## src/rtl/fos1_pkg.sv

```systemverilog
package fos1_pkg;
  // Bus shape
  localparam int unsigned ADDR_W = 3;
  localparam int unsigned DATA_W = 8;
  localparam int unsigned NPIN = 2;
  localparam int unsigned NCMP = 6;
  localparam int unsigned NSEL = 3;

  // Register offsets (word index on the plain port)
  localparam logic [ADDR_W-1:0] OFS_CTRL0 = 3'h0;
  localparam logic [ADDR_W-1:0] OFS_CTRL1 = 3'h1;
  localparam logic [ADDR_W-1:0] OFS_START = 3'h2;
  localparam logic [ADDR_W-1:0] OFS_CANCEL = 3'h3;
  localparam logic [ADDR_W-1:0] OFS_STATUS = 3'h4;

  // Control register field positions
  localparam int unsigned POS_LVL_LO = 0;
  localparam int unsigned POS_LVL_HI = 1;
  localparam int unsigned POS_SEL_LO = 2;
  localparam int unsigned POS_SEL_HI = 4;
  localparam int unsigned POS_MODE_LO = 5;
  localparam int unsigned POS_MODE_HI = 6;
  localparam logic [DATA_W-1:0] CTRL_WMASK = 8'h7f;

  // Status register field positions
  localparam int unsigned POS_STAT_STOP = 0;
  localparam int unsigned POS_STAT_TRIG = 2;

  // Reset values
  localparam logic [DATA_W-1:0] CTRL_RST = 8'h00;
  localparam logic [DATA_W-1:0] TRIG_RST = 8'h00;
  localparam logic [DATA_W-1:0] RDATA_RST = 8'h00;

  // Clear-condition modes
  localparam logic [1:0] CLR_NOW = 2'h0;
  localparam logic [1:0] CLR_GATED = 2'h1;
  localparam logic [1:0] CLR_PERIOD = 2'h2;
  localparam logic [1:0] CLR_GATED_PERIOD = 2'h3;

  // Per-pin release state, one-hot
  typedef enum logic [2:0] {
    FOS1_RUN = 3'h1,
    FOS1_STOP = 3'h2,
    FOS1_PEND = 3'h4
  } fos1_state_t;

  // Selected comparator lines for one timer instance
  function automatic logic [NSEL-1:0] fos1_cmp_map(input logic [1:0] inst,
                                                    input logic [NCMP-1:0] cmp);
    logic [NSEL-1:0] m;
    m[0] = cmp[0];
    case (inst)
      2'h0: begin
        m[1] = cmp[1];
        m[2] = cmp[2];
      end
      2'h1: begin
        m[1] = cmp[2];
        m[2] = cmp[3];
      end
      default: begin
        m[1] = cmp[4];
        m[2] = cmp[5];
      end
    endcase
    return m;
  endfunction : fos1_cmp_map
endpackage : fos1_pkg

```

## src/rtl/fos1_reg_if.sv

```systemverilog
`timescale 1ns/1ps
interface fos1_reg_if;
  import fos1_pkg::*;
  logic [DATA_W-1:0] ctrl [NPIN];
  logic [NPIN-1:0] start_pulse;
  logic [NPIN-1:0] cancel_pulse;
  logic [NPIN-1:0] stop_state;
  logic [NPIN-1:0] trig_level;

  modport regs (
    output ctrl,
    output start_pulse,
    output cancel_pulse,
    input stop_state,
    input trig_level
  );
  modport core (
    input ctrl,
    input start_pulse,
    input cancel_pulse,
    output stop_state,
    output trig_level
  );
endinterface : fos1_reg_if

```

## src/rtl/fos1_regs.sv

```systemverilog
`timescale 1ns/1ps
module fos1_regs (
  input wire logic clk, // Timer clock
  input wire logic rst_b, // Synchronous reset, active low
  input wire logic [fos1_pkg::ADDR_W-1:0] addr, // Register index
  input wire logic [fos1_pkg::DATA_W-1:0] wdata, // Write data
  input wire logic wr, // Write strobe
  input wire logic rd, // Read strobe
  output logic [fos1_pkg::DATA_W-1:0] rdata, // Read data, cycle after rd
  fos1_reg_if.regs bus // Towards the stop logic
);
  import fos1_pkg::*;

  logic [DATA_W-1:0] ctrl_q [NPIN];
  logic [DATA_W-1:0] rdata_q;
  logic wr_start;
  logic wr_cancel;

  // Trigger registers hold no state: a write of 1 is a one-cycle request,
  // so after reset both read as their cleared value [RULE_17]
  assign wr_start = wr && (addr == OFS_START);
  assign wr_cancel = wr && (addr == OFS_CANCEL);
  assign bus.start_pulse = wr_start ? wdata[NPIN-1:0] : TRIG_RST[NPIN-1:0]; // [RULE_07]
  assign bus.cancel_pulse = wr_cancel ? wdata[NPIN-1:0] : TRIG_RST[NPIN-1:0]; // [RULE_16]
  assign bus.ctrl = ctrl_q;

  // Control registers; upper bit is kept clear
  always_ff @(posedge clk) begin
    if (!rst_b) begin
      ctrl_q[0] <= CTRL_RST;
      ctrl_q[1] <= CTRL_RST;
    end else if (wr && addr == OFS_CTRL0) begin
      ctrl_q[0] <= wdata & CTRL_WMASK;
    end else if (wr && addr == OFS_CTRL1) begin
      ctrl_q[1] <= wdata & CTRL_WMASK;
    end
  end

  // Read port: data stand one cycle, zero otherwise
  always_ff @(posedge clk) begin
    if (!rst_b) begin
      rdata_q <= RDATA_RST;
    end else if (rd) begin
      case (addr)
        OFS_CTRL0: rdata_q <= ctrl_q[0];
        OFS_CTRL1: rdata_q <= ctrl_q[1];
        OFS_STATUS: begin
          rdata_q <= RDATA_RST;
          rdata_q[POS_STAT_STOP +: NPIN] <= bus.stop_state;
          rdata_q[POS_STAT_TRIG +: NPIN] <= bus.trig_level;
        end
        OFS_START: rdata_q <= TRIG_RST; // [RULE_15]
        default: rdata_q <= RDATA_RST;
      endcase
    end else begin
      rdata_q <= RDATA_RST;
    end
  end

  assign rdata = rdata_q;
endmodule : fos1_regs

```

## src/rtl/fos1_top.sv

```systemverilog
`timescale 1ns/1ps
// How it works
// RULE_01: Trigger forces stop level without CPU help
// RULE_02: Release happens on timer clock edge
// RULE_03: Level field: 0x Hi-Z, 10 low, 11 high
// RULE_04: Select bits map comparators per timer instance
// RULE_05: Stop input ORs enabled comparators and start
// RULE_06: Rising edge of stop input enters stop
// RULE_07: Start bit one acts like trigger edge
// RULE_08: Mode 00: cancel releases immediately, any level
// RULE_09: Mode 01: cancel ignored while trigger active
// RULE_10: Mode 10: cancel releases at next period
// RULE_11: Mode 11: gated cancel, release at period
// RULE_12: Stopped timer holds pending release until restart
// RULE_13: High stop input is active, low inactive
// RULE_14: Software writes zeros to cancel upper bits
// RULE_15: Start trigger register always reads zero
// RULE_16: Cancel bit one requests release per mode
// RULE_17: Reset clears start and cancel triggers
// RULE_18: Each of two pins has own logic
module fos1_top #(
  parameter logic [1:0] TIMER_INST = 2'h0 // Timer instance 0, 1 or 2
) (
  input wire logic clk, // Timer operation clock
  input wire logic rst_b, // Synchronous reset, active low
  input wire logic [fos1_pkg::ADDR_W-1:0] reg_addr, // Register index
  input wire logic [fos1_pkg::DATA_W-1:0] reg_wdata, // Register write data
  input wire logic reg_wr, // Register write strobe
  input wire logic reg_rd, // Register read strobe
  output logic [fos1_pkg::DATA_W-1:0] reg_rdata, // Read data, cycle after strobe
  input wire logic [fos1_pkg::NCMP-1:0] cmp_out, // Comparator outputs, high active
  input wire logic [fos1_pkg::NPIN-1:0] timer_out, // Normal timer waveform per pin
  input wire logic timer_run_enable, // Companion timer is counting
  input wire logic period_start, // Pulse at start of a counter period
  output logic [fos1_pkg::NPIN-1:0] timer_output_pin_o, // Pin drive value
  output logic [fos1_pkg::NPIN-1:0] timer_output_pin_oe, // Pin drive enable
  output logic [fos1_pkg::NPIN-1:0] stop_active // Pin in forced stop
);
  import fos1_pkg::*;

  fos1_reg_if rif ();

  fos1_regs u_regs (
    .clk(clk),
    .rst_b(rst_b),
    .addr(reg_addr),
    .wdata(reg_wdata),
    .wr(reg_wr),
    .rd(reg_rd),
    .rdata(reg_rdata),
    .bus(rif.regs)
  );

  fos1_state_t st_q [NPIN];
  fos1_state_t st_d [NPIN];
  logic [NPIN-1:0] stop_in;
  logic [NPIN-1:0] stop_in_q;
  logic [NPIN-1:0] trig_lvl;
  logic [NPIN-1:0] rise;
  logic [NPIN-1:0] cancel_ok;
  logic [NPIN-1:0] pin_o_q;
  logic [NPIN-1:0] pin_oe_q;
  logic [NPIN-1:0] stop_q;
  logic [NSEL-1:0] cmp_sel;

  // Comparator lines as this timer instance sees them
  assign cmp_sel = fos1_cmp_map(TIMER_INST, cmp_out); // [RULE_04]

  // Trigger combine and edge detect, separately for each pin [RULE_18]
  always_comb begin
    for (int p = 0; p < NPIN; p++) begin
      trig_lvl[p] = |(cmp_sel & rif.ctrl[p][POS_SEL_HI:POS_SEL_LO]); // [RULE_04]
      stop_in[p] = trig_lvl[p] | rif.start_pulse[p]; // [RULE_05]
      // A start write counts even if a comparator already holds the input high
      rise[p] = (stop_in[p] & ~stop_in_q[p]) | rif.start_pulse[p]; // [RULE_06] [RULE_07]
      // Gated modes refuse the cancel while the input is high [RULE_13]
      cancel_ok[p] = rif.cancel_pulse[p] &
                     (~rif.ctrl[p][POS_MODE_LO] | ~stop_in[p]); // [RULE_09] [RULE_11]
    end
  end

  // Previous stop input level for edge detection
  always_ff @(posedge clk) begin
    if (!rst_b) begin
      stop_in_q <= '0;
    end else begin
      stop_in_q <= stop_in;
    end
  end

  // Release sequencing; a fresh trigger always beats a cancel or period release
  always_comb begin
    for (int p = 0; p < NPIN; p++) begin
      st_d[p] = st_q[p];
      case (st_q[p])
        FOS1_RUN: begin
          if (rise[p]) begin
            st_d[p] = FOS1_STOP; // [RULE_01] [RULE_06]
          end
        end
        FOS1_STOP: begin
          if (rise[p]) begin
            st_d[p] = FOS1_STOP;
          end else if (cancel_ok[p]) begin
            // Period modes wait for the counter, direct modes go now
            if (rif.ctrl[p][POS_MODE_HI]) begin
              st_d[p] = FOS1_PEND; // [RULE_10] [RULE_11] [RULE_16]
            end else begin
              st_d[p] = FOS1_RUN; // [RULE_08] [RULE_09] [RULE_16]
            end
          end
        end
        FOS1_PEND: begin
          if (rise[p]) begin
            st_d[p] = FOS1_STOP;
          end else if (period_start && timer_run_enable) begin
            // A halted timer gives no period, so the stop is held [RULE_12]
            st_d[p] = FOS1_RUN; // [RULE_10] [RULE_11]
          end
        end
        default: st_d[p] = FOS1_RUN;
      endcase
    end
  end

  // State register; changes only on the timer clock edge
  always_ff @(posedge clk) begin
    if (!rst_b) begin
      st_q[0] <= FOS1_RUN;
      st_q[1] <= FOS1_RUN;
    end else begin
      st_q[0] <= st_d[0]; // [RULE_02]
      st_q[1] <= st_d[1]; // [RULE_02]
    end
  end

  // Pin drive follows the next state, so stop and pin move on the same edge;
  // with synchronous inputs this is the quickest a registered pin can react
  always_ff @(posedge clk) begin
    if (!rst_b) begin
      pin_o_q <= '0;
      pin_oe_q <= '0;
      stop_q <= '0;
    end else begin
      for (int p = 0; p < NPIN; p++) begin
        stop_q[p] <= (st_d[p] != FOS1_RUN);
        if (st_d[p] == FOS1_RUN) begin
          pin_o_q[p] <= timer_out[p];
          pin_oe_q[p] <= 1'b1;
        end else begin
          // Low level bit 0 only picks the level once the high bit fixes it
          pin_oe_q[p] <= rif.ctrl[p][POS_LVL_HI]; // [RULE_01] [RULE_03]
          pin_o_q[p] <= rif.ctrl[p][POS_LVL_HI] & rif.ctrl[p][POS_LVL_LO]; // [RULE_03]
        end
      end
    end
  end

  // Status seen by software
  assign rif.stop_state = stop_q;
  assign rif.trig_level = trig_lvl;

  assign timer_output_pin_o = pin_o_q;
  assign timer_output_pin_oe = pin_oe_q;
  assign stop_active = stop_q;
endmodule : fos1_top

```

## config.mk

```make
export PLATFORM = sky130hd
export DESIGN_NAME = fos1_top
export DESIGN_NICKNAME = d
export VERILOG_FILES = /design/src/rtl/fos1_pkg.sv /design/src/rtl/fos1_reg_if.sv /design/src/rtl/fos1_regs.sv /design/src/rtl/fos1_top.sv
export SDC_FILE = /design/constraint.sdc
export NUM_CORES = 1
export LEC_CHECK = 0
export ABC_AREA = 1
export BUFFER_PORTS_ARGS = -buffer_cell sky130_fd_sc_hd__buf_2
export CAP_MARGIN = 20
export CORE_MARGIN = 2
export CORE_UTILIZATION = 50
export CTS_CLUSTER_DIAMETER = 60
export DETAILED_ROUTE_END_ITERATION = 10
export GPL_ROUTABILITY_DRIVEN = 0
export PLACE_DENSITY = 0.86
export SYNTH_ARGS = -nofsm -noshare
export SYNTH_HDL_FRONTEND = slang
export SYNTH_HIERARCHICAL = 1
export SYNTH_SLANG_ARGS = --single-unit
```

## constraint.sdc

```tcl
create_clock -name clk -period 2.1 [get_ports clk]
set_input_delay 0.42 -clock clk [delete_from_list [all_inputs] [get_ports clk]]
set_output_delay 0.42 -clock clk [all_outputs]
set_load 0.05 [all_outputs]
```

* Word level (Yosys, flattened, before mapping)
Memory sizes are Yosys's and may differ from the RTL's.
Cells that the tools add are included.
** Storage, ports and cells
- Bits in writable memories :: 6
- Logic and storage cells :: 80
- Memories :: 1
- Output and inout port bits :: 14
- Input bits :: 25
- Bits in registers :: 30
** Operators by class
- Equal/unequal tests :: 14
- Multiplexer cells :: 25
- Reduce and logical (&&, ||, !) cells :: 10
- Bitwise gates (word level) :: 23
** Memories
- st_q :: words 2, bits a word 3, rd ports 2, clocked after memory_dff 0, write ports 2, RTL line fos1_top.sv:54 : fos1_state_t st_q [NPIN];
** Operators by type and width (count)
- two-way mux 3 bit :: 14
- case mux 7 bit (3 select lines) :: 1
- case mux 3 bit (3 select lines) :: 2
- equality test 3 x 1 -> 1 bit (second input constant) :: 5
- equality test 3 x 2 -> 1 bit (second input constant) :: 4
- equality test 3 bit (second input constant) :: 3
- OR 1 bit :: 8
- NOT 1 bit :: 7
- bitwise AND 1 bit :: 6
- bitwise AND 3 bit :: 2
- two-way mux 1 bit :: 6
- != test 3 x 1 -> 1 bit (second input constant) :: 2
- OR reduction 3 bit :: 2
- logical AND 1 bit :: 5
- two-way mux 2 bit :: 2
- AND reduction 2 bit :: 2
- zero test 3 bit :: 1

* Depth between registers and ports, before layout
Gate-level depths: netlist (run 1).
- Word-level depth :: 12
- Depth in mapped cells :: 14

* Modules after synthesis
Netlist (run 1), hierarchy kept.
** Modules (own cells, without submodules)
- fos1_regs :: seq. area each 420.4 µm², instances 1, cells each 141, area each 1003.5 µm²
- fos1_top :: seq. area each 280.3 µm², instances 1, cells each 101, area each 748.2 µm²

* Least setup slack after synthesis (run 1)
OpenSTA, ideal clock, no wires.
- Kind :: input to register
- From :: in reg_addr[2] (netlist name)
- To :: reg pin_oe_q[1] (netlist: timer_output_pin_oe[1])
- Path buffers :: 1
- Cell stages on the path :: 13
- Setup slack :: 268 ps
- Arrival time :: 1723 ps
- Data required time :: 1991 ps
- Cells stage by stage :: buf_2 nor2_4 nand2_1 nor3_1 inv_1 nand4_4 inv_2 nor2_2 nor2_2 nand2_2 nand3b_1 nand2_1 inv_1
** Between the ends
- Word-level cells in the longest chain between the ends :: 12
- Elaborated cells between the ends (all ways) :: 19
- Those cells by class :: eq/ne (3); mux (8); bitwise (6); reduce/logical (2)
** RTL lines
- start: declaration :: RTL line fos1_top.sv:26 : input wire logic [fos1_pkg::ADDR_W-1:0] reg_addr,
- equality test 3 x 2 -> 1 bit * :: RTL line fos1_regs.sv:21 : assign wr_start = wr && (addr == OFS_START);
- logical AND 1 bit * :: RTL line fos1_regs.sv:21
- two-way mux 2 bit * :: RTL line fos1_regs.sv:23 : assign bus.start_pulse = wr_start ? wdata[NPIN-1:0] : TRIG_RST[NPIN-1:0];
- net rif.start_pulse[1] :: RTL line fos1_reg_if.sv:5 : logic [NPIN-1:0] start_pulse;
- OR 1 bit :: RTL line fos1_top.sv:73 : stop_in[p] = trig_lvl[p] | rif.start_pulse[p];
- NOT 1 bit :: RTL line fos1_top.sv:78 : (~rif.ctrl[p][POS_MODE_LO] | ~stop_in[p]);
- OR 1 bit :: RTL line fos1_top.sv:78
- bitwise AND 1 bit :: RTL line fos1_top.sv:77 : cancel_ok[p] = rif.cancel_pulse[p] &
- two-way mux 3 bit :: RTL line fos1_top.sv:104 : end else if (cancel_ok[p]) begin
- two-way mux 3 bit :: RTL line fos1_top.sv:102 : if (rise[p]) begin
- case mux 3 bit (3 select lines) * :: RTL line fos1_top.sv:95 : case (st_q[p])
- equality test 3 x 1 -> 1 bit * :: RTL line fos1_top.sv:147 : if (st_d[p] == FOS1_RUN) begin
- two-way mux 1 bit * :: RTL line fos1_top.sv:147
- end signal: indexed assignment :: RTL line fos1_top.sv:152 : pin_oe_q[p] <= rif.ctrl[p][POS_LVL_HI];
- end: declaration :: RTL line fos1_top.sv:62 : logic [NPIN-1:0] pin_oe_q;
The timed path passes the listed nets; every way through them passes the cells marked *.
A chain may end at the register's enable or synchronous reset.

* Worst setup path after layout (run 1)
- From :: in reg_wr
- To :: reg pin_oe_q[1] (netlist: timer_output_pin_oe[1])
** Between the ends
- Word-level cells in the longest chain between the ends :: 11
- Elaborated cells between the ends (all ways) :: 17
- Those cells by class :: eq/ne (1); mux (8); bitwise (6); reduce/logical (2)
** RTL lines
- start: declaration :: RTL line fos1_top.sv:28 : input wire logic reg_wr,
- logical AND 1 bit * :: RTL line fos1_regs.sv:21
- two-way mux 2 bit * :: RTL line fos1_regs.sv:23
- net rif.start_pulse[1] :: RTL line fos1_reg_if.sv:5
- OR 1 bit :: RTL line fos1_top.sv:73
- NOT 1 bit :: RTL line fos1_top.sv:78
- OR 1 bit :: RTL line fos1_top.sv:78
- bitwise AND 1 bit :: RTL line fos1_top.sv:77
- two-way mux 3 bit :: RTL line fos1_top.sv:104
- two-way mux 3 bit :: RTL line fos1_top.sv:102
- case mux 3 bit (3 select lines) * :: RTL line fos1_top.sv:95
- equality test 3 x 1 -> 1 bit * :: RTL line fos1_top.sv:147
- two-way mux 1 bit * :: RTL line fos1_top.sv:147
Marked as above.

==> results of run 1 <==
final timing paths:
| kind | to | slack [ns] | startpoint | cells past startpoint |
|---|---|---|---|---|
| hold reg to reg | u_regs/rdata[6]$_SDFF_PN0_ | 0.51 | u_regs/bus.ctrl[6]$_SDFFE_PN0P_ | 2 |
| hold / removal | timer_output_pin_o[1]$_SDFF_PN0_ | 0.30 | timer_out[1] | 3 |
| setup reg to reg | stop_active[0]$_SDFF_PN0_ | 0.86 | u_regs/bus.ctrl[11]$_SDFFE_PN0P_ | 8 |
| setup / recovery | timer_output_pin_oe[1]$_SDFF_PN0_ | 0.65 | reg_wr | 14 |
critical path, stage by stage:
cell	delay, ns
sky130_fd_sc_hd__buf_2	0.09
sky130_fd_sc_hd__inv_2	0.06
sky130_fd_sc_hd__nor2_4	0.09
sky130_fd_sc_hd__nand2_1	0.08
sky130_fd_sc_hd__nor3_1	0.25
sky130_fd_sc_hd__inv_1	0.12
sky130_fd_sc_hd__nand4_4	0.12
sky130_fd_sc_hd__inv_2	0.05
sky130_fd_sc_hd__nor2_2	0.09
sky130_fd_sc_hd__nor2_2	0.06
sky130_fd_sc_hd__nand2_2	0.10
sky130_fd_sc_hd__nand3b_1	0.08
sky130_fd_sc_hd__nand2_1	0.06
sky130_fd_sc_hd__inv_1	0.04
where the power goes:
part	switching [mW]	internal (mW)	total (mW)
logic	0.171	0.0751	0.246
registers	0.0182	0.694	0.712
clock network	0.226	0.281	0.507
metrics by stage:
stage	setup WS, ns	hold WS [ns]
2_1_floorplan	0.2679	0.4564
5_1_grt	0.5048	0.3226
6_report	0.6480	0.3023
3_3_place_gp	0.3202	0.4923
4_1_cts	0.6713	0.3010
3_5_place_dp	0.3093	0.4958
layer usage:
metal  track usage [%]  share of wire (%)
met1             27.17                 46
met2             30.59                 44
met3             5.225                8.8
met4             6.667                1.4
met5                 0                  0
placed cells by master, fill, tap and decap left out:
| cell | count |
|---|---|
| sky130_fd_sc_hd__clkbuf_4 | 5 |
| sky130_fd_sc_hd__or2_1 | 1 |
| sky130_fd_sc_hd__nand4_2 | 1 |
| sky130_fd_sc_hd__a31oi_1 | 1 |
| sky130_fd_sc_hd__nor2_2 | 3 |
| sky130_fd_sc_hd__nand2_2 | 11 |
| sky130_fd_sc_hd__a21boi_1 | 2 |
| sky130_fd_sc_hd__clkinv_2 | 1 |
| sky130_fd_sc_hd__o21ai_1 | 3 |
| sky130_fd_sc_hd__nand2_1 | 34 |
| sky130_fd_sc_hd__nand3_2 | 5 |
| sky130_fd_sc_hd__a21oi_2 | 1 |
| sky130_fd_sc_hd__o22ai_1 | 1 |
| sky130_fd_sc_hd__clkinv_1 | 1 |
| sky130_fd_sc_hd__inv_2 | 9 |
| sky130_fd_sc_hd__inv_1 | 25 |
| sky130_fd_sc_hd__nor2_1 | 34 |
| sky130_fd_sc_hd__inv_4 | 1 |
| sky130_fd_sc_hd__conb_1 | 1 |
| sky130_fd_sc_hd__nor3_1 | 2 |
| sky130_fd_sc_hd__a21boi_2 | 1 |
| sky130_fd_sc_hd__buf_2 | 33 |
| sky130_fd_sc_hd__o21ai_0 | 7 |
| sky130_fd_sc_hd__nand3b_1 | 2 |
| sky130_fd_sc_hd__o21ai_2 | 1 |
| sky130_fd_sc_hd__a21oi_1 | 13 |
| sky130_fd_sc_hd__dfxtp_1 | 35 |
| sky130_fd_sc_hd__bufinv_16 | 1 |
| sky130_fd_sc_hd__nor2_4 | 3 |
| sky130_fd_sc_hd__nand4_1 | 11 |
| sky130_fd_sc_hd__buf_4 | 4 |
| sky130_fd_sc_hd__clkbuf_8 | 1 |
| sky130_fd_sc_hd__nand4_4 | 1 |
| sky130_fd_sc_hd__nand3_1 | 23 |
state kept, by name, summed over array words and instances (netlist names):
name / count
timer_output_pin_oe: 2
st_q: 6
timer_output_pin_o: 2
u_regs/rdata: 7
stop_active: 2
stop_in_q: 2
u_regs/bus.ctrl: 14
area by class of cell:
cell class	instances	area (um^2)	share of cell area [%]
Clock inverter	2	35.03	1.727
Timing Repair Buffer	37	195.2	9.624
Sequential cell	35	700.7	34.55
Tap cell	46	57.56	2.838
Multi-Input combinational cell	162	850.8	41.95
Clock buffer	6	51.30	2.529
Inverter	36	137.6	6.786
==> impl_metrics.tcl, run 1 <==
set metrics [dict create \
    place.detailed.hpwl_um 2797 \
    wire_per_inst_um 11.40 \
    timing.critical_path.fanout_max 4 \
    final-hold-violation-count 0 \
    first_global_vias 1465 \
    dp.cells 316 \
    slew_violations 0 \
    final.setup.tns_ns 0 \
    worst_path_arrival_time_ns 1.69 \
    clock-skew-final_ns 0.01612 \
    filler_cell_count 317 \
    p_leak_nw 0.9811 \
    clockBufferDepth 2 \
    post_synthesis_instance_area_um2 1737 \
    hold_class "input pin to flip-flop" \
    final_setup_violating_endpoints 0 \
    numCtsBuffers 5 \
    grt.total_usage_pct 19.95 \
    post_synth.cell_area_avg_um2 7.236 \
    tritoncts "built" \
    cts.sinks 35 \
    dieArea_um2 3961 \
    antenna_found_initial 0 \
    grt_first_pass_wirelength_um 6237 \
    status "complete, no violations" \
    overflow 0 \
    post_cts.repair.setup_buffers 0 \
    placeableCoreArea_um2 3337 \
    rows 21 \
    detail_route.iter0.violations 132 \
    ctsHoldBuffers 0 \
    fin_cells 324 \
    drt-total-wl_um 3692 \
    insertion_delay_ns 0.34 \
    die_h_um 62.94 \
    rsz0062_at_grt "no" \
    start_util_pct 52.04 \
    critPathLaunchType "input pin" \
    post_cts.resized_instances 0 \
    firstDrtPassIters 6 \
    min_period_over_period_pct 69.14 \
    powerDensity_nw_per_um2 722.5 \
    post-route-drc-count 0 \
    buffer_cell_driving_the_clock_tree_root "sky130_fd_sc_hd__clkbuf_4" \
    synthCells 240 \
    finalCoreUtilization_pct 60.78 \
    yosysWarnings 6 \
    portBuffers 33 \
    ctsHtreeMaxLevel 2 \
    io_pins 39 \
    min_period_ns 1.452 \
    fin_area_um2 2028 \
    route.vias.total 1653 \
    die_width_um 62.94 \
    syn_to_final_growth_pct 16.79 \
    endpoint_kind "flip-flop" \
    largest_net_degree_at_the_start_of_global_routing 23 \
    post_dp_cell_area_um2 1942 \
    synth_nets 265 \
    timing.setup.critical_path_class "input pin to flip-flop" \
    via_per_inst 5.102 \
    total_power_mw 1.465 \
    nets 302 \
    diodes 0 \
    clkTransAtPathRegs_ns 0.10 \
    maxCapViolCount 0 \
    fmax_mhz 688.7 \
    timing.critical_path.required_ns 2.34 \
    route.antenna.remaining_nets 0 \
    drive_above_1_share_pct 29.50 \
    max-vdd-ir-drop_uv 391.7 \
]
Note: power is estimated with default switching activity, not from simulation.
==> inputs of run 2 (changes only) <==
==> constraint.sdc (replaced) <==
create_clock -name clk -period 1.43 [get_ports clk]
set_input_delay 0.286 -clock clk [delete_from_list [all_inputs] [get_ports clk]]
set_output_delay 0.286 -clock clk [all_outputs]
set_load 0.05 [all_outputs]
==> run 2 against run 1 <==
Net effect: sequential share of layout area is 1.2 points lower; largest cell class unchanged; clock skew is 0.010 ns lower; critical path type unchanged; critical path depth stayed put; clock power hardly changed.
==> impl_metrics.tcl, run 2 (synthesis results as in run 1) <==
set metrics [dict create \
    detail_route.iter0.violations 109 \
    top_usage_layer "met2" \
    worstRegToRegCells 8 \
    overflow 0 \
    via_per_inst 5.104 \
    grt_first_pass_wirelength_um 7010 \
    fmax_mhz 754.9 \
    rr_startpoint "u_regs/bus.ctrl[3]$_SDFFE_PN0P_" \
    rsz0062_at_grt "no" \
    final.setup.tns_ns 0 \
    crit_path_end "timer_output_pin_oe[1]$_SDFF_PN0_" \
    clock-skew-final_ns 0.005988 \
    worst_path_arrival_time_ns 1.57 \
    portBuffers 33 \
    ctsHoldBuffers 0 \
    met3_usage_pct 6.847 \
    preCtsSetupSlack_ns -0.2330 \
    largest_register_ffs 14 \
    final_setup_violating_endpoints 0 \
    critPathLaunchType "input pin" \
    tritoncts "built" \
    timing.critical_path.required_ns 1.67 \
    die_width_um 62.94 \
    worst_hold_slack_ns 0.1654 \
    rows 21 \
    route.vias.total 1710 \
    drive_above_1_share_pct 32.87 \
    post-route-drc-count 0 \
    filler_cell_count 322 \
    nets 313 \
    fin_cells 335 \
    status "complete, no violations" \
    layout_common_cells "35 x sky130_fd_sc_hd__dfxtp_1, 34 x sky130_fd_sc_hd__nor2_1, 33 x sky130_fd_sc_hd__nand2_1, 33 x sky130_fd_sc_hd__buf_2, 25 x sky130_fd_sc_hd__inv_1" \
    multi_input_area_um2 874.6 \
    r2r_slack_ns 0.19 \
    dieArea_um2 3961 \
    dp.cells 327 \
    first_global_vias 1598 \
    finalCoreUtilization_pct 63.03 \
    cp-startpoint "reg_wr" \
    seq_area_um2 700.7 \
    slew_violations 0 \
    min_period_over_period_pct 92.63 \
    firstDrtPassIters 4 \
    post_cts.repair.setup_buffers 0 \
    clockBufferDepth 2 \
    start_util_pct 52.04 \
    diodes 0 \
    final-hold-violation-count 0 \
    syn_to_final_growth_pct 21.11 \
    maxCapViolCount 0 \
    die_h_um 62.94 \
    timing.critical_path.fanout_max 4 \
    buffer_cell_driving_the_clock_tree_root "sky130_fd_sc_hd__clkbuf_4" \
    wire_per_inst_um 12.10 \
    powerDensity_nw_per_um2 927.0 \
    globalRouteMet2Util_pct 37.10 \
    ctsHtreeMaxLevel 2 \
    place.detailed.hpwl_um 3174 \
    rr_endpoint "timer_output_pin_o[1]$_SDFF_PN0_" \
    p_leak_nw 1.020 \
    timing.setup.critical_path_class "input pin to flip-flop" \
    post-route-worst-setup-slack_ns 0.1054 \
    grt.met1_usage_pct 26.60 \
    drt-total-wl_um 4055 \
    route.antenna.remaining_nets 0 \
    insertion_delay_ns 0.33 \
    min_period_ns 1.325 \
    endpoint_kind "flip-flop" \
    placeableCoreArea_um2 3337 \
    max-vdd-ir-drop_uv 518.3 \
    total_power_mw 1.950 \
    grt.total_usage_pct 22.70 \
    numCtsBuffers 5 \
    post_dp_cell_area_um2 2047 \
    largest_net_degree_at_the_start_of_global_routing 19 \
    io_pins 39 \
    fin_area_um2 2103 \
    cts.sinks 35 \
    clkTransAtPathRegs_ns 0.10 \
    antenna_found_initial 0 \
    post_cts.resized_instances 0 \
    hold_class "input pin to flip-flop" \
    layout_commonest_cell "sky130_fd_sc_hd__dfxtp_1" \
]
==> run 2: cell count changes in the layout (fill, tap and decap cells not counted), sizes merged <==
cell	delta
bufinv	-1
buf	+11
clkbuf	+1
==> run 2: cell type report <==
cell class	count	area share, %
Clock inverter	1	0.2380
Inverter	36	6.782
Timing Repair Buffer	48	13.21
Sequential cell	35	33.31
Multi-Input combinational cell	162	41.58
Tap cell	46	2.736
Clock buffer	7	2.142
==> run 2: where the power goes <==
part	internal, mW	total, mW	switching, mW
Combinational	0.132	0.399	0.267
Sequential	1.02	1.05	0.0271
Clock	0.192	0.505	0.314
==> run 2: worst max-delay path, stage by stage <==
cell and delay (ns):
sky130_fd_sc_hd__buf_2 0.12, sky130_fd_sc_hd__inv_6 0.04, sky130_fd_sc_hd__nor2_4 0.10, sky130_fd_sc_hd__nand2_2 0.09, sky130_fd_sc_hd__nor3_4 0.17, sky130_fd_sc_hd__inv_1 0.11, sky130_fd_sc_hd__nand4_4 0.13, sky130_fd_sc_hd__nand2_1 0.06
sky130_fd_sc_hd__nand3_1 0.09, sky130_fd_sc_hd__nand2_2 0.06, sky130_fd_sc_hd__nand2_2 0.10, sky130_fd_sc_hd__nand3b_1 0.10, sky130_fd_sc_hd__nand2_1 0.08, sky130_fd_sc_hd__inv_1 0.03
==> run 2: layer usage <==
metal  up-vias  share of wire [%]
li1        867                  -
met1       766                 41
met2        61                 49
met3        16                6.4
met4         0                3.0
met5         -                  0
==> run 2: worst min path at each step <==
stage                                           from                                 to  slack [ns]  cells after the start
floorplan                                      rst_b              st_q[0][3]$_SDFF_PN1_        0.37                      1
global placement     u_regs/bus.ctrl[9]$_SDFFE_PN0P_  timer_output_pin_oe[0]$_SDFF_PN0_        0.49                      2
detailed placement  u_regs/bus.ctrl[12]$_SDFFE_PN0P_         u_regs/rdata[4]$_SDFF_PN0_        0.49                      2
CTS                                     timer_out[1]   timer_output_pin_o[1]$_SDFF_PN0_        0.16                      3
global route                            timer_out[1]   timer_output_pin_o[1]$_SDFF_PN0_        0.15                      3
finish                                  timer_out[1]   timer_output_pin_o[1]$_SDFF_PN0_        0.17                      3
